### config.mk
export PLATFORM = sky130hd
export DESIGN_NAME = sbr_spi_regs
export DESIGN_NICKNAME = d
export VERILOG_FILES = /design/src/rtl/sbr_pkg.sv /design/src/rtl/sbr_sync.sv /design/src/rtl/sbr_rc_reg.sv /design/src/rtl/sbr_spi_regs.sv
export VERILOG_INCLUDE_DIRS = /design/src /design/src/rtl
export SDC_FILE = /design/constraint.sdc
export NUM_CORES = 1
export LEC_CHECK = 0
export ABC_AREA = 1
export BUFFER_PORTS_ARGS = -buffer_cell sky130_fd_sc_hd__buf_2
export CAP_MARGIN = 30
export CORE_ASPECT_RATIO = 1.5
export CORE_MARGIN = 10
export CORE_UTILIZATION = 57
export CTS_CLUSTER_DIAMETER = 120
export DETAILED_ROUTE_END_ITERATION = 8
export GPL_TIMING_DRIVEN = 0
export PLACE_DENSITY_LB_ADDON = 0.05
export REMOVE_ABC_BUFFERS = 1
export SLEW_MARGIN = 20
export SYNTH_ARGS = -nofsm -noshare
export SYNTH_HDL_FRONTEND = slang
export SYNTH_HIERARCHICAL = 1
export SYNTH_SLANG_ARGS = --single-unit
### constraint.sdc
create_clock -name sys_clk_i -period 4 [get_ports sys_clk_i]
set_input_delay 0.4 -clock sys_clk_i [delete_from_list [all_inputs] [get_ports sys_clk_i]]
set_output_delay 0.4 -clock sys_clk_i [all_outputs]
set_load 0.05 [all_outputs]
### src/rtl/sbr_params.svh
/*
  Constants of the SPI register bank: frame layout, register addresses,
  field masks and reset values. Assumes nothing; definitions only.
*/
`ifndef SBR_PARAMS_SVH
`define SBR_PARAMS_SVH

// ----------------------------------------------------------------------
// frame layout
// ----------------------------------------------------------------------
`define SBR_FRAME_BITS 16
`define SBR_BYTE_BITS 8
`define SBR_ADDR_BITS 7
`define SBR_ACC_BIT 7
`define SBR_NUM_CTL 12
`define SBR_NUM_ST 10

// ----------------------------------------------------------------------
// control register addresses
// ----------------------------------------------------------------------
`define SBR_A_MODE_SUPPLY 7'h01
`define SBR_A_HW_CFG_A 7'h02
`define SBR_A_WATCHDOG 7'h03
`define SBR_A_CAN0_CTL 7'h04
`define SBR_A_WAKE_TIMER 7'h06
`define SBR_A_WAKE_EN 7'h07
`define SBR_A_WAKE_PULL 7'h08
`define SBR_A_CAN12_CTL 7'h0A
`define SBR_A_CAN3_CTL 7'h0B
`define SBR_A_TIMER_PER 7'h0C
`define SBR_A_HW_CFG_B 7'h0E
`define SBR_A_SCRATCH 7'h1E

// ----------------------------------------------------------------------
// status register addresses
// ----------------------------------------------------------------------
`define SBR_A_SUPPLY_B 7'h40
`define SBR_A_SUPPLY_A 7'h41
`define SBR_A_THERMAL 7'h42
`define SBR_A_DEVICE 7'h43
`define SBR_A_CAN0_ST 7'h44
`define SBR_A_WAKE_SRC_A 7'h46
`define SBR_A_WAKE_LEVEL 7'h48
`define SBR_A_WAKE_SRC_B 7'h49
`define SBR_A_CAN12_ST 7'h4A
`define SBR_A_CAN3_ST 7'h4B
`define SBR_A_CONVERTER 7'h4C
`define SBR_A_FAMILY_ID 7'h7E

// ----------------------------------------------------------------------
// writable bits (rw and rwh) of each control register
// ----------------------------------------------------------------------
`define SBR_WM_MODE_SUPPLY 8'hE7
`define SBR_WM_HW_CFG_A 8'h7B
`define SBR_WM_WATCHDOG 8'hFF
`define SBR_WM_CAN0_CTL 8'h03
`define SBR_WM_WAKE_TIMER 8'h75
`define SBR_WM_WAKE_EN 8'h01
`define SBR_WM_WAKE_PULL 8'h03
`define SBR_WM_CAN12_CTL 8'hDB
`define SBR_WM_CAN3_CTL 8'h1B
`define SBR_WM_TIMER_PER 8'h07
`define SBR_WM_HW_CFG_B 8'h6F
`define SBR_WM_SCRATCH 8'hFF

// ----------------------------------------------------------------------
// hardware-changeable bits, restart keep masks, reset values
// ----------------------------------------------------------------------
`define SBR_HM_MODE_SUPPLY 8'hC4
`define SBR_HM_HW_CFG_A 8'h32
`define SBR_HM_NONE 8'h00
`define SBR_KEEP_MODE_SUPPLY 8'h23
`define SBR_KEEP_HW_CFG_A 8'h5F
`define SBR_KEEP_ALL 8'hFF
`define SBR_CTL_POR 8'h00
`define SBR_ST_POR 8'h00
`define SBR_MODE_LSB 6
`define SBR_MODE_SOFT_RESET 2'h3

// ----------------------------------------------------------------------
// implemented bits of each status register
// ----------------------------------------------------------------------
`define SBR_VM_SUPPLY_B 8'hDF
`define SBR_VM_SUPPLY_A 8'h87
`define SBR_VM_THERMAL 8'h67
`define SBR_VM_DEVICE 8'hCF
`define SBR_VM_CAN0_ST 8'h07
`define SBR_VM_WAKE_SRC_A 8'hB1
`define SBR_VM_WAKE_SRC_B 8'h87
`define SBR_VM_CAN12_ST 8'h33
`define SBR_VM_CAN3_ST 8'h03
`define SBR_VM_CONVERTER 8'hE6
`define SBR_VM_WAKE_LEVEL 8'hF9

`endif

### src/rtl/sbr_pkg.sv
/*
  Types shared by the SPI register bank modules.
  Assumes sbr_params.svh is on the include path.
*/
`include "sbr_params.svh"

package sbr_pkg;

  typedef logic [`SBR_BYTE_BITS-1:0] sbr_byte_t;
  typedef sbr_byte_t [`SBR_NUM_CTL-1:0] sbr_ctl_bank_t;
  typedef sbr_byte_t [`SBR_NUM_ST-1:0] sbr_st_bank_t;

  // spi pins as sampled, chip select active low
  typedef struct packed {
    logic cs_n;
    logic sclk;
    logic sdi;
  } sbr_spi_pins_t;

  // hardware update of rwh control bits
  typedef struct packed {
    logic [`SBR_NUM_CTL-1:0] we;
    sbr_ctl_bank_t d;
  } sbr_hw_upd_t;

endpackage : sbr_pkg

### src/rtl/sbr_sync.sv
/*
  Two-flop synchroniser for a bus of independent levels.
  Assumes each bit may be sampled on its own; no bus coherency.
*/
`timescale 1ns/1ps

module sbr_sync #(
  parameter int W = 1,
  parameter logic [W-1:0] RST = '0
) (
  // clock and reset
  input wire logic clk_i,
  input wire logic rst_n_i,
  // levels
  input wire logic [W-1:0] d_i,
  output logic [W-1:0] q_o
);

  logic [W-1:0] meta_r;
  logic [W-1:0] q_r;

  if (W < 1) $error("sbr_sync: W must be at least 1");

  always_ff @(posedge clk_i or negedge rst_n_i)
    if (!rst_n_i)
    begin
      meta_r <= RST;
      q_r <= RST;
    end
    else
    begin
      meta_r <= d_i;
      q_r <= meta_r;
    end

  assign q_o = q_r;

endmodule : sbr_sync

### src/rtl/sbr_rc_reg.sv
/*
  One read/clear status register: hardware sets bits, a clearing
  access drops them. Assumes set and clear come from sys_clk logic.
*/
`timescale 1ns/1ps

module sbr_rc_reg #(
  parameter int W = 8,
  parameter logic [W-1:0] VALID = '1,
  parameter logic [W-1:0] POR = '0
) (
  // clock and reset
  input wire logic clk_i,
  input wire logic rst_n_i,
  // control
  input wire logic soft_i,
  input wire logic clr_i,
  input wire logic [W-1:0] set_i,
  output logic [W-1:0] q_o
);

  logic [W-1:0] q_r;
  logic [W-1:0] q_nxt;

  if (W < 1) $error("sbr_rc_reg: W must be at least 1");

  // set beats clear so an event in the clearing cycle survives
  always_comb
  begin
    q_nxt = q_r;
    if (soft_i)
      q_nxt = POR;
    else if (clr_i)
      q_nxt = '0;
    q_nxt = (q_nxt | set_i) & VALID;
  end

  always_ff @(posedge clk_i or negedge rst_n_i)
    if (!rst_n_i)
      q_r <= POR & VALID;
    else
      q_r <= q_nxt;

  assign q_o = q_r;
endmodule : sbr_rc_reg

### src/rtl/sbr_spi_regs.sv
/*
  SPI register bank: 16-bit slave frames, twelve control registers,
  ten read/clear status registers, wake level and identity bytes.
  Assumes sys_clk_i is far faster than the SPI clock (about 8x or more),
  that restart_i, dev_ignore_i and the hardware update inputs come from
  logic on sys_clk_i, and that the SPI pins are asynchronous.
*/
`timescale 1ns/1ps
`include "sbr_params.svh"

// How it works
// frame is 16 bits: address, access bit, data
// data bits D0..D7 sit at frame 8..15
// access bit zero: read only, nothing changes
// access bit one: whole control byte written
// power-on or soft reset loads reset values
// restart keeps marked bits, clears the others
// read-only and reserved bits ignore writes
// rw bits store writes, hardware leaves them
// rwh bits may also change by hardware
// master clears control bits itself
// twelve control, ten status, level, identity
// low addresses control, high addresses status
// access bit one clears status after reporting
// frames ignored in restart, sleep, fail-safe
// clearing level or identity changes nothing
// unmapped address reads zero, changes nothing
module sbr_spi_regs #(
  parameter logic [7:0] FAMILY_PRODUCT_ID = 8'h5A // arbitrary value
) (
  // clock and reset
  input wire logic sys_clk_i,
  input wire logic rst_n_i,
  // spi pins
  input wire logic spi_cs_n_i,
  input wire logic spi_sclk_i,
  input wire logic spi_sdi_i,
  output logic spi_sdo_o,
  output logic spi_sdo_oe_o,
  // device state
  input wire logic dev_ignore_i,
  input wire logic restart_i,
  input wire sbr_pkg::sbr_hw_upd_t hw_upd_i,
  input wire sbr_pkg::sbr_st_bank_t st_set_i,
  input wire logic [7:0] wake_level_i,
  // register contents
  output sbr_pkg::sbr_ctl_bank_t ctl_o,
  output logic soft_reset_o
);
  import sbr_pkg::*;

  // ----------------------------------------------------------------------
  // register tables
  // ----------------------------------------------------------------------
  localparam int NC = `SBR_NUM_CTL;
  localparam int NS = `SBR_NUM_ST;
  localparam int IW = 4;
  localparam logic [4:0] FRAME_CNT = 5'(`SBR_FRAME_BITS);
  localparam logic [4:0] OVER_CNT = 5'(`SBR_FRAME_BITS + 1);
  localparam logic [4:0] ADDR_DONE = 5'(`SBR_ACC_BIT);
  localparam logic [6:0] CTL_ADDR [NC] = '{`SBR_A_MODE_SUPPLY, `SBR_A_HW_CFG_A,
    `SBR_A_WATCHDOG, `SBR_A_CAN0_CTL, `SBR_A_WAKE_TIMER, `SBR_A_WAKE_EN,
    `SBR_A_WAKE_PULL, `SBR_A_CAN12_CTL, `SBR_A_CAN3_CTL, `SBR_A_TIMER_PER,
    `SBR_A_HW_CFG_B, `SBR_A_SCRATCH};
  localparam logic [7:0] WMASK [NC] = '{`SBR_WM_MODE_SUPPLY, `SBR_WM_HW_CFG_A,
    `SBR_WM_WATCHDOG, `SBR_WM_CAN0_CTL, `SBR_WM_WAKE_TIMER, `SBR_WM_WAKE_EN,
    `SBR_WM_WAKE_PULL, `SBR_WM_CAN12_CTL, `SBR_WM_CAN3_CTL, `SBR_WM_TIMER_PER,
    `SBR_WM_HW_CFG_B, `SBR_WM_SCRATCH};
  localparam logic [7:0] HMASK [NC] = '{`SBR_HM_MODE_SUPPLY, `SBR_HM_HW_CFG_A,
    `SBR_HM_NONE, `SBR_HM_NONE, `SBR_HM_NONE, `SBR_HM_NONE, `SBR_HM_NONE,
    `SBR_HM_NONE, `SBR_HM_NONE, `SBR_HM_NONE, `SBR_HM_NONE, `SBR_HM_NONE};
  localparam logic [7:0] KEEP [NC] = '{`SBR_KEEP_MODE_SUPPLY, `SBR_KEEP_HW_CFG_A,
    `SBR_KEEP_ALL, `SBR_KEEP_ALL, `SBR_KEEP_ALL, `SBR_KEEP_ALL, `SBR_KEEP_ALL,
    `SBR_KEEP_ALL, `SBR_KEEP_ALL, `SBR_KEEP_ALL, `SBR_KEEP_ALL, `SBR_KEEP_ALL};
  localparam logic [6:0] ST_ADDR [NS] = '{`SBR_A_SUPPLY_B, `SBR_A_SUPPLY_A,
    `SBR_A_THERMAL, `SBR_A_DEVICE, `SBR_A_CAN0_ST, `SBR_A_WAKE_SRC_A,
    `SBR_A_WAKE_SRC_B, `SBR_A_CAN12_ST, `SBR_A_CAN3_ST, `SBR_A_CONVERTER};
  localparam logic [7:0] VMASK [NS] = '{`SBR_VM_SUPPLY_B, `SBR_VM_SUPPLY_A,
    `SBR_VM_THERMAL, `SBR_VM_DEVICE, `SBR_VM_CAN0_ST, `SBR_VM_WAKE_SRC_A,
    `SBR_VM_WAKE_SRC_B, `SBR_VM_CAN12_ST, `SBR_VM_CAN3_ST, `SBR_VM_CONVERTER};

  if (`SBR_FRAME_BITS != 2 * `SBR_BYTE_BITS || NC > 2 ** IW || NS > 2 ** IW)
    $error("sbr_spi_regs: frame or table size not supported");

  // ----------------------------------------------------------------------
  // pin synchronisers
  // ----------------------------------------------------------------------
  sbr_spi_pins_t pin_s;
  logic [7:0] wake_lvl_s;

  sbr_sync #(.W(3), .RST(3'h4)) u_pin_sync (
    .clk_i(sys_clk_i),
    .rst_n_i(rst_n_i),
    .d_i({spi_cs_n_i, spi_sclk_i, spi_sdi_i}),
    .q_o(pin_s)
  );

  sbr_sync #(.W(8)) u_lvl_sync (
    .clk_i(sys_clk_i),
    .rst_n_i(rst_n_i),
    .d_i(wake_level_i),
    .q_o(wake_lvl_s)
  );

  // ----------------------------------------------------------------------
  // frame shifter
  // ----------------------------------------------------------------------
  logic sclk_q_r;
  logic cs_q_r;
  logic [4:0] bit_cnt_r, bit_cnt_nxt;
  logic [15:0] rx_r, rx_nxt;
  sbr_byte_t tx_r, tx_nxt;
  logic sdo_r, sdo_nxt;
  logic ign_r, ign_nxt;
  logic sclk_rise, sclk_fall, cs_fall, cs_rise;
  logic commit, wr;
  logic [6:0] addr;
  sbr_byte_t wdata, rd_data, sif;
  sbr_ctl_bank_t ctl_r, ctl_nxt;
  sbr_st_bank_t st_q;

  assign sclk_rise = pin_s.sclk & ~sclk_q_r;
  assign sclk_fall = ~pin_s.sclk & sclk_q_r;
  assign cs_fall = cs_q_r & ~pin_s.cs_n;
  assign cs_rise = ~cs_q_r & pin_s.cs_n;
  assign addr = rx_r[`SBR_ADDR_BITS-1:0];
  assign wr = rx_r[`SBR_ACC_BIT];
  assign wdata = rx_r[`SBR_FRAME_BITS-1:`SBR_BYTE_BITS];
  // short, long and ignored frames are dropped at chip select release
  assign commit = cs_rise && bit_cnt_r == FRAME_CNT && !ign_r && !dev_ignore_i;

  // first byte out: one flag per non-empty status group
  assign sif = {|st_q[9], |st_q[6], |st_q[5], |(st_q[7] | st_q[8]),
                |st_q[4], |st_q[3], |st_q[2], |(st_q[0] | st_q[1])};

  // bits go out lsb first; sdo moves on rising, sdi sampled on falling
  always_comb
  begin
    bit_cnt_nxt = bit_cnt_r;
    rx_nxt = rx_r;
    tx_nxt = tx_r;
    sdo_nxt = sdo_r;
    ign_nxt = ign_r;
    if (cs_fall)
    begin
      bit_cnt_nxt = '0;
      rx_nxt = '0;
      tx_nxt = sif;
      ign_nxt = dev_ignore_i;
    end
    else if (!pin_s.cs_n)
    begin
      if (sclk_rise && bit_cnt_r < FRAME_CNT)
      begin
        sdo_nxt = tx_r[0];
        tx_nxt = tx_r >> 1;
      end
      if (sclk_fall)
      begin
        if (bit_cnt_r < FRAME_CNT)
        begin
          rx_nxt[bit_cnt_r[3:0]] = pin_s.sdi;
          bit_cnt_nxt = bit_cnt_r + 5'd1;
        end
        else
          bit_cnt_nxt = OVER_CNT;
        // address complete: second byte reports content before any change
        if (bit_cnt_r == ADDR_DONE)
          tx_nxt = rd_data;
      end
    end
  end

  always_ff @(posedge sys_clk_i or negedge rst_n_i)
    if (!rst_n_i)
    begin
      sclk_q_r <= 1'b0;
      cs_q_r <= 1'b1;
      bit_cnt_r <= '0;
      rx_r <= '0;
      tx_r <= '0;
      sdo_r <= 1'b0;
      ign_r <= 1'b0;
    end
    else
    begin
      sclk_q_r <= pin_s.sclk;
      cs_q_r <= pin_s.cs_n;
      bit_cnt_r <= bit_cnt_nxt;
      rx_r <= rx_nxt;
      tx_r <= tx_nxt;
      sdo_r <= sdo_nxt;
      ign_r <= ign_nxt;
    end

  assign spi_sdo_o = sdo_r;
  assign spi_sdo_oe_o = ~pin_s.cs_n;

  // ----------------------------------------------------------------------
  // address decode and read data
  // ----------------------------------------------------------------------
  logic ctl_hit, st_hit, lvl_hit, id_hit;
  logic [IW-1:0] ctl_idx, st_idx;

  always_comb
  begin
    ctl_hit = 1'b0;
    ctl_idx = '0;
    st_hit = 1'b0;
    st_idx = '0;
    for (int i = 0; i < NC; i++)
      if (addr == CTL_ADDR[i])
      begin
        ctl_hit = 1'b1;
        ctl_idx = IW'(i);
      end
    for (int i = 0; i < NS; i++)
      if (addr == ST_ADDR[i])
      begin
        st_hit = 1'b1;
        st_idx = IW'(i);
      end
    lvl_hit = addr == `SBR_A_WAKE_LEVEL;
    id_hit = addr == `SBR_A_FAMILY_ID;
    rd_data = '0;
    if (ctl_hit)
      rd_data = ctl_r[ctl_idx];
    else if (st_hit)
      rd_data = st_q[st_idx];
    else if (lvl_hit)
      rd_data = wake_lvl_s & `SBR_VM_WAKE_LEVEL;
    else if (id_hit)
      rd_data = FAMILY_PRODUCT_ID;
  end

  // ----------------------------------------------------------------------
  // control registers
  // ----------------------------------------------------------------------
  logic soft_r, soft_nxt;

  always_comb
  begin
    ctl_nxt = ctl_r;
    soft_nxt = 1'b0;
    if (soft_r)
      ctl_nxt = {NC{`SBR_CTL_POR}};
    else
    begin
      if (restart_i)
      begin
        for (int i = 0; i < NC; i++)
          ctl_nxt[i] = ctl_r[i] & KEEP[i];
      end
      else if (commit && wr && ctl_hit)
      begin
        // only writable bits take data; reserved bits hold zero
        ctl_nxt[ctl_idx] = (ctl_r[ctl_idx] & ~WMASK[ctl_idx]) |
                           (wdata & WMASK[ctl_idx]);
        if (ctl_idx == '0 &&
            wdata[`SBR_MODE_LSB+:2] == `SBR_MODE_SOFT_RESET)
          soft_nxt = 1'b1;
      end
      // hardware writes only the rwh bits and wins over spi
      for (int i = 0; i < NC; i++)
        if (hw_upd_i.we[i])
          ctl_nxt[i] = (ctl_nxt[i] & ~HMASK[i]) | (hw_upd_i.d[i] & HMASK[i]);
    end
  end

  always_ff @(posedge sys_clk_i or negedge rst_n_i)
    if (!rst_n_i)
    begin
      ctl_r <= {NC{`SBR_CTL_POR}};
      soft_r <= 1'b0;
    end
    else
    begin
      ctl_r <= ctl_nxt;
      soft_r <= soft_nxt;
    end

  assign ctl_o = ctl_r;
  assign soft_reset_o = soft_r;

  // ----------------------------------------------------------------------
  // status registers
  // ----------------------------------------------------------------------
  // a clear lands at frame end, after the byte went out unchanged
  for (genvar g = 0; g < NS; g++)
  begin : g_st
    sbr_rc_reg #(.W(8), .VALID(VMASK[g]), .POR(`SBR_ST_POR)) u_st (
      .clk_i(sys_clk_i),
      .rst_n_i(rst_n_i),
      .soft_i(soft_r),
      .clr_i(commit && wr && st_hit && st_idx == IW'(g)),
      .set_i(st_set_i[g]),
      .q_o(st_q[g])
    );
  end

  logic quiet;
  logic [IW-1:0] hx_idx_r;
  sbr_byte_t hx_d_r;
  sbr_ctl_bank_t prev_ctl_r;
  logic resv_bad;

  assign quiet = !restart_i && !soft_r && hw_upd_i.we == '0;

  always_comb
  begin
    resv_bad = 1'b0;
    for (int i = 0; i < NC; i++)
      resv_bad = resv_bad | ((ctl_r[i] & ~(WMASK[i] | HMASK[i])) != '0);
  end

  always_ff @(posedge sys_clk_i)
  begin
    hx_idx_r <= ctl_idx;
    hx_d_r <= wdata;
    prev_ctl_r <= ctl_r;
  end
endmodule : sbr_spi_regs

* After elaboration in Yosys (flattened, before gate mapping)
Memories as Yosys holds them, arrays and structs flattened.
Cells that the tools add are included.
W data, S select, Z words.
** Storage, ports and cells
- Bits in registers :: 196
- Bits in read-only memories :: 128
- Bits of input ports :: 203
- Output and inout port bits :: 99
- Logic and storage cells :: 257
- Memories kept :: 1
** Operators by class
- $add $sub $neg :: 1
- Magnitude comparators :: 7
- Equal/unequal tests :: 39
- Mux-type cells :: 101
- Bitwise gates (word level) :: 28
- Reductions and logical operators :: 43
** Memories
- (name not given) :: words 16, bits a word 8, rd ports 1, clocked after memory_dff 0, write ports 0, line sbr_spi_regs.sv:258 : (wdata & WMASK[ctl_idx]);
** Operators with widths (count)
- $mux W96 :: 4
- $mux W8 :: 27
- $bwmux W96 :: 1
- $eq A7 B7 Y1 const B :: 12
- $mux W4 :: 18
- $bmux W8 S4 :: 2
- $mux W16 :: 4
- $or A8 B8 Y8 :: 8
- $eq A7 B4 Y1 const B :: 5
- $demux W8 S4 :: 1
- $mux W1 :: 29
- $eq A7 B3 Y1 const B :: 3
- $mux W7 :: 3
- $logic_and A1 B1 Y1 :: 20
- $mux W5 :: 4
- $and A8 B8 Y8 :: 2
- $bwmux W16 :: 1
- $eq A4 B3 Y1 const B :: 4
- $reduce_or A8 Y1 :: 2
- $lt A4 B5 Y1 const B :: 3
- $eq A7 B2 Y1 const B :: 2
- $mux W6 :: 2
- $reduce_or A5 Y1 :: 2
- $eq A4 B2 Y1 const B :: 2
- other kinds (38) :: 58

* Longest topological paths before layout
Gate-level depths: netlist of run 1.
- Word-level depth :: 26
- Depth in mapped cells :: 20
- Mapped depth without buffers :: 19

* By module
Netlist of run 1, hierarchy kept.
** Modules (own cells, without submodules)
- sbr_spi_regs :: times used 1, cells an instance 1226, area each 8380.5 um^2, sequential area each 3254.4 um^2
- sbr_rc_reg at g_st[1].u_st ... :: times used 4, cells an instance 22, area each 185.2 um^2, sequential area each 100.1 um^2
- sbr_rc_reg at g_st[2].u_st ... :: times used 2, cells an instance 25, area each 214.0 um^2, sequential area each 125.1 um^2
- sbr_sync at u_lvl_sync :: times used 1, cells an instance 16, area each 400.4 um^2, sequential area each 400.4 um^2
- sbr_rc_reg at g_st[0].u_st :: times used 1, cells an instance 31, area each 276.5 um^2, sequential area each 175.2 um^2
- sbr_rc_reg at g_st[3].u_st :: times used 1, cells an instance 28, area each 242.7 um^2, sequential area each 150.1 um^2
- sbr_rc_reg at g_st[4].u_st :: times used 1, cells an instance 19, area each 156.4 um^2, sequential area each 75.1 um^2
- sbr_sync at u_pin_sync :: times used 1, cells an instance 6, area each 152.6 um^2, sequential area each 152.6 um^2
- sbr_rc_reg at g_st[8].u_st :: times used 1, cells an instance 16, area each 127.6 um^2, sequential area each 50.0 um^2

* Worst setup path after synthesis of run 1
OpenSTA, ideal clock, no wires.
- Kind :: register -> register
- Start point :: register rx_r[2]
- End point :: register ctl_r (netlist bit ctl_o[66])
- Setup time :: 134 ps
- Arrival :: 2300 ps
- Data required time :: 3866 ps
- Slack :: 1565 ps
- Stages on the path, launching flop included :: 18
- Path buffers :: 3
- Period minus slack after synthesis :: 2435 ps
- Cell sequence :: dfrtp_1 > buf_4 > nand3_1 > nor2_1 > nand2_1 > inv_1 > nor2_4 > buf_2 > ha_1 > inv_1 > nor2_4 > inv_2 > nand3_1 > inv_1 > or2_1 > nand2_1 > buf_4 > o22ai_1
** On the way
- Longest elaborated chain between the ends :: 24
- Elaborated cells on any way between the ends :: 58
- Those cells by class :: order compare: 2; eq/ne: 12; mux: 34; bitwise: 5; reduce/logical: 4; memory: 1
** RTL lines
- from (decl) :: line sbr_spi_regs.sv:111 : logic [15:0] rx_r, rx_nxt;
- from (signal assigned) :: line sbr_spi_regs.sv:190 : rx_r <= rx_nxt;
- $eq A7 B2 Y1 :: line sbr_spi_regs.sv:212 : if (addr == CTL_ADDR[i])
- $mux W1 :: line sbr_spi_regs.sv:212
- $mux W4 (10 in a row) :: line sbr_spi_regs.sv:212
- $not A4 Y5 (not written as such) :: line sbr_spi_regs.sv:257, sbr_spi_regs.sv:258
- $mem_v2 Z16 W8
- $mux W8 (not written as such) (2 in a row) :: line sbr_spi_regs.sv:258
- $not A8 Y8 :: line sbr_spi_regs.sv:257 : ctl_nxt[ctl_idx] = (ctl_r[ctl_idx] & ~WMASK[ctl_idx]) |
- $and A8 B8 Y8 :: line sbr_spi_regs.sv:257
- $or A8 B8 Y8 :: line sbr_spi_regs.sv:257
- $bwmux W96 :: line sbr_spi_regs.sv:257
- $mux W96 :: line sbr_spi_regs.sv:254 : else if (commit && wr && ctl_hit)
- $mux W96 :: line sbr_spi_regs.sv:249 : if (restart_i)
- $mux W96 (2 in a row) :: line sbr_spi_regs.sv:245 : if (soft_r)
- to (signal assigned) :: line sbr_spi_regs.sv:273 : ctl_r <= {NC{`SBR_CTL_POR}};
- to (signal assigned) :: line sbr_spi_regs.sv:278 : ctl_r <= ctl_nxt;
- to (decl) :: line sbr_spi_regs.sv:119 : sbr_ctl_bank_t ctl_r, ctl_nxt;
Parallel ways exist; a longest one is shown, timed or not. The select of a mux whose other input is x is not followed.
A chain may end at the register's enable or synchronous reset.

* Worst setup path after layout of run 1
- Start point :: register rx_r[2]
- End point :: register ctl_r (netlist bit ctl_o[90])
The elaborated chain is that of the path after synthesis.

==> results of run 1 <==
[metrics by stage]
step | hold WS, ns | instances
after floorplan | 0.104 | 1421
after global placement | 0.333 | 1836
after detailed placement | 0.337 | 1840
after CTS | 0.0381 | 1872
after global routing | 0.0376 | 1877
final | 0.0472 | 1877
[repair_timing]
action / in CTS / in global routing
hold buffers: 1 / 0
resized for setup: 1 / 0
pin swaps: 0 / 2
setup endpoints to repair: 11 / 18
hold endpoints to repair: 54 / 0
buffers inserted: 0 / 4
[critical path, delay by kind of cell, from the launching register on]
family,cells,cell delay (ns)
simple gates,9,2.06
compound gates,1,0.15
buf+inv,4,0.33
fa+ha+maj,1,0.31
flops,1,0.53
[power by group]
group | leakage [uW] | internal [uW] | switching (uW)
combinational | 0.00383 | 195 | 542
sequential | 0.00230 | 1980 | 32.8
clock | 0.000276 | 927 | 768
total | 0.00641 | 3100 | 1340
[path summary, 6_finish.rpt]
check,from,to
min reg2reg,u_lvl_sync/meta_r[6],u_lvl_sync/q_o[6]
min,spi_cs_n_i,u_pin_sync/meta_r[2]
min in group asynchronous,rst_n_i,ctl_o[93]
max in group asynchronous,rst_n_i,cs_q_r
max reg2reg,rx_r[2],ctl_o[90]
max,rx_r[2],ctl_o[90]
[per-layer routing]
| metal | vias up | part of all wire |
|---|---|---|
| met5 | - | 0 |
| met4 | 0 | 0.077 |
| met3 | 155 | 0.056 |
| met2 | 453 | 0.51 |
| met1 | 4712 | 0.36 |
| li1 | 4959 | - |
[state kept, by name, indices dropped and copies added (netlist names), 3 cells and up]
| signal | cells |
|---|---|
| bit_cnt_r | 5 |
| u_lvl_sync/meta_r | 6 |
| rx_r | 16 |
| u_pin_sync/q_o | 3 |
| ctl_o | 96 |
| g_st.u_st/q_o | 44 |
| u_pin_sync/meta_r | 3 |
| u_lvl_sync/q_o | 6 |
| tx_r | 8 |
[final cells by class]
class,instances,area share
timing repair buffer,173,0.0771
inverter,195,0.0597
tap,252,0.0257
clock buffer,21,0.0392
multi-input combinational,1034,0.397
clock inverter,10,0.00837
sequential,192,0.392
==> flow_metrics.env, run 1 <==
export IMPL_p_total_uw=4440
export IMPL_n_fill_cell=1767
export IMPL_io_buffers=163
export IMPL_cts_root_buf="clkbuf_16"
export IMPL_final_area_um2=12300
export IMPL_fmax_ghz=0.284
export IMPL_cts_inserted_buffers=17
export IMPL_firstDrtPassIters=5
export IMPL_register_area_um2=4810
export IMPL_cts_tree="yes"
export IMPL_setup_ws_ns=0.475
export IMPL_path_cells="inv_2 > nand2_1 > nor2_1 > nand2_1 > nand3_1 > nor2_4 > ha_1 > inv_1 > nor2_4 > inv_2 > nand3_1 > inv_1 > or2_1 > nand2_1 > o21ai_0"
export IMPL_wl_per_cell_um=18.4
export IMPL_htree_levels=4
export IMPL_layout_commonest_cell="nand2_1"
export IMPL_slew_headroom=0.469
export IMPL_use_met2=0.482
export IMPL_rows=61
export IMPL_routabilityCongestion=0.962
export IMPL_ir_drop_v=0.000287
export IMPL_start_util=0.580
export IMPL_clk_path_buf_depth=2
export IMPL_grt_usage=0.275
export IMPL_outcome="complete, no violations"
export IMPL_critPathMaxFanout=30
export IMPL_drive_gt1_frac=0.162
export IMPL_critical_path_class="flop to flop"
export IMPL_crit_top_cell="nand2_1"
export IMPL_clock_sinks=192
export IMPL_clkLatencyLatePin_ns=0.45
export IMPL_die_area_um2=25000
export IMPL_ys_warn_count=6
export IMPL_drtIter0Drc=986
export IMPL_pre_cts_ws_ns=-0.0483
export IMPL_worst_slew_pin_transition_ns=0.794
export IMPL_num_vias=10279
export IMPL_rsz0062_at_grt="no"
export IMPL_power_density_nw_per_um2=362
export IMPL_multi_input_area_um2=4870
export IMPL_critPathMaxStageDelay_ns=0.63
export IMPL_post_route_drc_count=0
export IMPL_diodes=0
export IMPL_grtUsageMet1=0.283
export IMPL_fin_crit_sh=0.881
export IMPL_chipWidth_um=132
export IMPL_hold_viol=0
export IMPL_pin_count=302
export IMPL_grt_use_met3=0.0588
export IMPL_required_ns=4.31
export IMPL_clk_pin_slew_ns=0.07
export IMPL_cellLeakagePower_uw=0.00641
export IMPL_nets=1826
export IMPL_grt_max_degree=79
export IMPL_worstPathArrival_ns=3.83
export IMPL_report_final_slew_viol_count=0
export IMPL_tns_ns=0
export IMPL_area_growth_pct=13.4
export IMPL_cp_slowest_cell="nor2_4"
export IMPL_grt_pass1_vias=10316
export IMPL_antenna_found_initial=0
export IMPL_hpwl_um=26200
export IMPL_hold_depth=1
export IMPL_syn_area_um2=10800
export IMPL_min_period_ns=3.53
export IMPL_placed_area_um2=11600
export IMPL_cp_start_kind="flop"
export IMPL_final_cell_mix="nand2_1, dfrtp_1, inv_1, buf_2, nand3_1"
export IMPL_gr_max_usage_layer="met2"
export IMPL_drtAntennaViolNets=0
export IMPL_r2r_slack_ns=0.47
export IMPL_routed_wl_um=34600
export IMPL_core_area_um2=18600
export IMPL_synth_area_per_cell_um2=7.32
export IMPL_reg2regPathDepth=15
export IMPL_finClkSkew_ns=0.0100
export IMPL_vias_per_cell=5.48
export IMPL_setup_viol=0
export IMPL_drv_cap=0
export IMPL_synthCells=1476
export IMPL_grt_first_pass_wirelength_um=54500
export IMPL_fp_dieH_um=189
export IMPL_hp_class="input port to flop"
export IMPL_worstSetupEndpointType="flop"
export IMPL_post_route_util=0.658
export IMPL_overflow=0
Note: power is estimated with default switching activity, not from simulation.
==> run 2, diff against run 1 <==
Settings changed: CORE_MARGIN 10 to not set, CTS_BUF_LIST set to sky130_fd_sc_hd__clkbuf_16.
==> run 2 against run 1 <==
Hold slack improved by 0.0075 ns. Core utilization barely moved. Maximum frequency fell by 4.8%. Die area fell by 22%. Clock power barely moved. Worst setup slack got worse by 0.18 ns. Power rose by 0.11%. Cell area fell by 0.44%. Register-to-register slack got worse by 0.18 ns. Combinational power fell by 2%. Critical endpoint is now ctl_o[95].
==> flow_metrics.env, run 2 (synthesized netlist as in run 1, its figures left out) <==
export IMPL_outcome="complete, no violations"
export IMPL_start_util=0.583
export IMPL_hold_viol=0
export IMPL_grt_usage=0.344
export IMPL_critical_path_class="flop to flop"
export IMPL_drv_cap=0
export IMPL_report_final_slew_viol_count=0
export IMPL_n_fill_cell=1763
export IMPL_htree_levels=4
export IMPL_cts_inserted_buffers=17
export IMPL_hpwl_um=24500
export IMPL_drtIter0Drc=904
export IMPL_slew_headroom=0.343
export IMPL_grt_pass1_vias=9688
export IMPL_pin_count=302
export IMPL_clk_path_buf_depth=2
export IMPL_drive_gt1_frac=0.158
export IMPL_setup_ws_ns=0.296
export IMPL_critPathMaxStageDelay_ns=0.51
export IMPL_cts_root_buf="clkbuf_16"
export IMPL_post_route_util=0.658
export IMPL_final_cell_mix="nand2_1, dfrtp_1, inv_1, buf_2, nand3_1"
export IMPL_firstDrtPassIters=8
export IMPL_drtAntennaViolNets=0
export IMPL_hp_class="input port to flop"
export IMPL_routabilityCongestion=0.938
export IMPL_multi_input_area_um2=4870
export IMPL_routed_wl_um=32500
export IMPL_io_buffers=163
export IMPL_setup_viol=0
export IMPL_fmax_ghz=0.270
export IMPL_wl_per_cell_um=17.4
export IMPL_largest_reg_flops=96
export IMPL_required_ns=4.35
export IMPL_worstSetupEndpointType="flop"
export IMPL_area_growth_pct=12.9
export IMPL_clock_sinks=192
export IMPL_power_density_nw_per_um2=364
export IMPL_cellLeakagePower_uw=0.00638
export IMPL_post_cts_buffers=0
export IMPL_rsz0062_at_grt="no"
export IMPL_cp_start_kind="flop"
export IMPL_cp_slowest_cell="dfrtp_1"
export IMPL_overflow=0
export IMPL_chipWidth_um=114
export IMPL_tns_ns=0
export IMPL_register_area_um2=4810
export IMPL_ir_drop_v=0.000284
export IMPL_worstPathArrival_ns=4.06
export IMPL_core_area_um2=18500
export IMPL_post_route_drc_count=0
export IMPL_nets=1821
export IMPL_grt_first_pass_wirelength_um=50000
export IMPL_critPathMaxFanout=73
export IMPL_path_cells="inv_2 > nor2_2 > nor2_1 > nor2_4 > nand2_8 > inv_2 > ha_1 > inv_1 > o21ai_0 > inv_1 > nand2_1 > nand2_1 > o21ai_0"
export IMPL_fp_dieH_um=171
export IMPL_layout_commonest_cell="nand2_1"
export IMPL_fin_crit_sh=0.926
export IMPL_min_period_ns=3.70
export IMPL_diodes=0
export IMPL_cts_tree="yes"
export IMPL_die_area_um2=19500
export IMPL_clkLatencyLatePin_ns=0.45
export IMPL_vias_per_cell=5.50
export IMPL_pre_cts_ws_ns=0.0324
export IMPL_rows=61
export IMPL_num_vias=10297
export IMPL_antenna_found_initial=0
export IMPL_clk_pin_slew_ns=0.08
export IMPL_grt_max_degree=99
export IMPL_worst_slew_pin_transition_ns=0.978
export IMPL_finClkSkew_ns=0.0160
[run 2: cell types whose count changed in the layout (fill, tap and decap cells not counted), sizes merged]
cell and delta:
clkbuf -5, bufinv +1, inv +4, buf -4, clkinvlp -1
[run 2: timing repair]
item,4_1_cts,5_1_grt
endpoints found under the setup margin,0,42
hold buffers,1,0
resized for setup,0,2
endpoints found under the hold margin,2,0
[run 2: power by group]
part	switching, uW	leakage, uW	internal (uW)
clock network	783	0.000276	930
logic	533	0.00380	191
registers	32.9	0.00230	1980
total	1350	0.00638	3100
[run 2: worst paths after layout]
| check | start | endpoint | slack, ns | depth (start not counted) |
|---|---|---|---|---|
| setup / recovery | rx_r[2] | ctl_o[95] | 0.30 | 13 |
| hold / removal | spi_cs_n_i | u_pin_sync/meta_r[2] | 0.05 | 1 |
| setup reg to reg | rx_r[2] | ctl_o[95] | 0.30 | 13 |
| hold reg to reg | u_pin_sync/meta_r[1] | u_pin_sync/q_o[1] | 0.34 | 0 |
| max in group asynchronous | rst_n_i | u_pin_sync/q_o[2] | 2.49 | 3 |
| min in group asynchronous | rst_n_i | ctl_o[39] | 0.56 | 2 |
[run 2: routing by layer]
metal | wire length, um | track usage
met1 | 11700 | 0.369
met2 | 16400 | 0.596
met3 | 1550 | 0.0485
met4 | 2840 | 0.285
met5 | 0 | 0
[run 2: critical path, delay by kind of cell, from the launching register on]
family	cells	cell delay (ns)
flip-flops	1	0.51
AO/OA/AOI/OAI	2	0.64
adder cells (fa/ha/maj)	1	0.22
buffers and inverters	4	0.65
AND/OR/NAND/NOR	6	1.57
[run 2: cell type report]
class	count	share of cell area
multi-input cells	1034	0.399
flip-flops and latches	192	0.394
repair buffers	168	0.0732
inverters	195	0.0600
clock buffers	17	0.0349
well taps	252	0.0258
clock inverters	14	0.0128
[run 2: stage by stage]
step / total power (uW) / std cells / instance area [um^2] / hold slack [ns]
floorplan: 2460 / 1421 / 10400 / 0.104
global placement: 2730 / 1836 / 11500 / 0.332
detailed placement: 2740 / 1840 / 11600 / 0.336
CTS: 4440 / 1872 / 12200 / 0.0413
global route: 4600 / 1872 / 12200 / 0.0394
finish: 4450 / 1872 / 12200 / 0.0547
==> run 3, diff against run 2 <==
Settings changed: CORE_ASPECT_RATIO 1.5 to 2, REMOVE_ABC_BUFFERS 1 to not set.
==> run 3 against run 2 <==
First-iteration DRC count decreased by 22%. Flip-flop and latch count unchanged. Largest cell class unchanged. Sequential power about the same. Hold slack got worse by 0.0045 ns. Non-clock buffer count increased by 80.
==> flow_metrics.env, run 3 (synthesized netlist as in run 1, its figures left out) <==
export IMPL_placed_area_um2=12100
export IMPL_num_vias=11199
export IMPL_clk_path_buf_depth=2
export IMPL_hp_class="input port to flop"
export IMPL_worstReg2RegStart="rx_r[0]"
export IMPL_drtAntennaViolNets=0
export IMPL_worst_path_buf_inv=4
export IMPL_cts_repair_resized=0
export IMPL_io_buffers=163
export IMPL_fmax_ghz=0.255
export IMPL_vias_per_cell=5.84
export IMPL_drtIter0Drc=701
export IMPL_cp_slowest_cell="o21ai_1"
export IMPL_cellLeakagePower_uw=0.00671
export IMPL_outcome="complete, no violations"
export IMPL_grt_max_degree=83
export IMPL_slew_headroom=0.376
export IMPL_critPathMaxFanout=12
export IMPL_drive_gt1_frac=0.186
export IMPL_chipWidth_um=99.4
export IMPL_hp_start="spi_cs_n_i"
export IMPL_area_growth_pct=16.9
export IMPL_wl_per_cell_um=22.2
export IMPL_layout_commonest_cell="nand2_1"
export IMPL_critPathLaunch="rx_r[0]"
export IMPL_hold_viol=0
export IMPL_gr_max_usage_layer="met2"
export IMPL_crit_family="simple AND/OR/NAND/NOR gates"
export IMPL_cts_root_buf="clkbuf_16"
export IMPL_worst_slew_pin_transition_ns=0.927
export IMPL_grt_first_pass_wirelength_um=62900
export IMPL_largest_reg_flops=96
export IMPL_routabilityCongestion=1.05
export IMPL_post_cts_buffers=0
export IMPL_setup_viol=0
export IMPL_critical_path_class="flop to flop"
export IMPL_use_met2=0.784
export IMPL_cp_start_kind="flop"
export IMPL_worstPathArrival_ns=4.22
export IMPL_path_cells="inv_2 > nand2_1 > nand2_1 > nand2_1 > nor2_4 > nand2_2 > inv_2 > buf_4 > nand2_1 > nand3_1 > nand3_1 > nand3_1 > nand2_1 > o21ai_1 > buf_2 > o22ai_1"
export IMPL_antenna_found_initial=0
export IMPL_firstDrtPassIters=5
export IMPL_hold_slack_ns=0.0502
export IMPL_critPathMaxStageDelay_ns=0.49
export IMPL_finClkSkew_ns=0.0121
export IMPL_clkLatencyLatePin_ns=0.44
export IMPL_overflow=0
export IMPL_ir_drop_v=0.000252
export IMPL_rows=70
export IMPL_cts_inserted_buffers=17
export IMPL_diodes=0
export IMPL_pin_count=302
export IMPL_fp_dieH_um=197
export IMPL_required_ns=4.30
export IMPL_report_final_slew_viol_count=0
export IMPL_grt_pass1_vias=11165
export IMPL_hpwl_um=32500
export IMPL_rsz0062_at_grt="no"
export IMPL_grtUsageMet1=0.392
export IMPL_min_period_ns=3.92
export IMPL_grt_use_met3=0.101
export IMPL_post_route_util=0.687
export IMPL_nets=1901
export IMPL_die_area_um2=19500
export IMPL_cts_tree="yes"
export IMPL_routed_wl_um=42500
export IMPL_clock_sinks=192
export IMPL_grt_usage=0.449
export IMPL_fin_crit_sh=0.981
export IMPL_crit_top_cell="nand2_1"
export IMPL_final_cell_mix="nand2_1, dfrtp_1, inv_1, buf_2, nand3_1"
export IMPL_final_area_um2=12600
export IMPL_drv_cap=0
export IMPL_start_util=0.587
export IMPL_htree_levels=4
export IMPL_holdBufCountCts=1
export IMPL_core_area_um2=18400
export IMPL_worstSetupEndpointType="flop"
export IMPL_power_density_nw_per_um2=363
export IMPL_post_route_drc_count=0
export IMPL_clk_pin_slew_ns=0.08
run 3: cell count changes in the layout (fill, tap and decap cells not counted), moves of 2 or more:
| cell | before | now |
|---|---|---|
| buf_6 | 0 | 4 |
| buf_4 | 2 | 42 |
| clkbuf_1 | 0 | 14 |
| o21ai_1 | 43 | 45 |
| o21ai_2 | 4 | 2 |
| buf_2 | 162 | 183 |
run 3: worst reg2reg max path, cell delays in order, from the launching register on:
cell,delay [ns]
dfrtp_1,0.45
inv_2,0.16
nand2_1,0.07
nand2_1,0.05
nand2_1,0.08
nor2_4,0.27
nand2_2,0.17
inv_2,0.16
buf_4,0.24
nand2_1,0.08
nand3_1,0.33
nand3_1,0.13
nand3_1,0.38
nand2_1,0.11
o21ai_1,0.49
buf_2,0.48
o22ai_1,0.14
run 3: cell type report:
class / instances / area [um^2]
timing repair buffer: 167 / 896
inverter: 195 / 732
sequential: 192 / 4810
buffer: 81 / 517
clock buffer: 17 / 425
fill: 1630 / 5770
clock inverter: 14 / 133
tap: 216 / 270
multi-input combinational: 1034 / 4850
run 3: report_power, final:
group | internal, uW | total, uW | switching (uW) | leakage [uW]
combinational | 242 | 901 | 660 | 0.00414
sequential | 1980 | 2010 | 31.4 | 0.00231
clock | 868 | 1670 | 803 | 0.000267
run 3: final timing paths:
path                                   endpoint  slack [ns]  depth (start not counted)
hold / removal             u_pin_sync/meta_r[2]        0.05                          1
hold reg to reg               u_lvl_sync/q_o[0]        0.35                          0
max in group asynchronous   g_st[0].u_st/q_o[1]        2.80                          3
min in group asynchronous             ctl_o[33]        0.44                          2
setup / recovery                      ctl_o[85]        0.08                         16
setup reg to reg                      ctl_o[85]        0.08                         16
run 3: per-stage QoR:
step	cells	worst slack [ns]	TNS [ns]	power, uW
after floorplan	1502	1.57	0	2530
after global placement	1881	-0.471	-85.57	2860
after detailed placement	1883	0.515	0	2880
after CTS	1915	0.495	0	4520
after global routing	1916	0.0539	0	4700
final	1916	0.0761	0	4580
run 3: routing by layer:
metal | up-vias | share of wire
met3 | 278 | 0.072
met1 | 5144 | 0.29
met5 | - | 0
li1 | 5107 | -
met2 | 670 | 0.51
met4 | 0 | 0.13
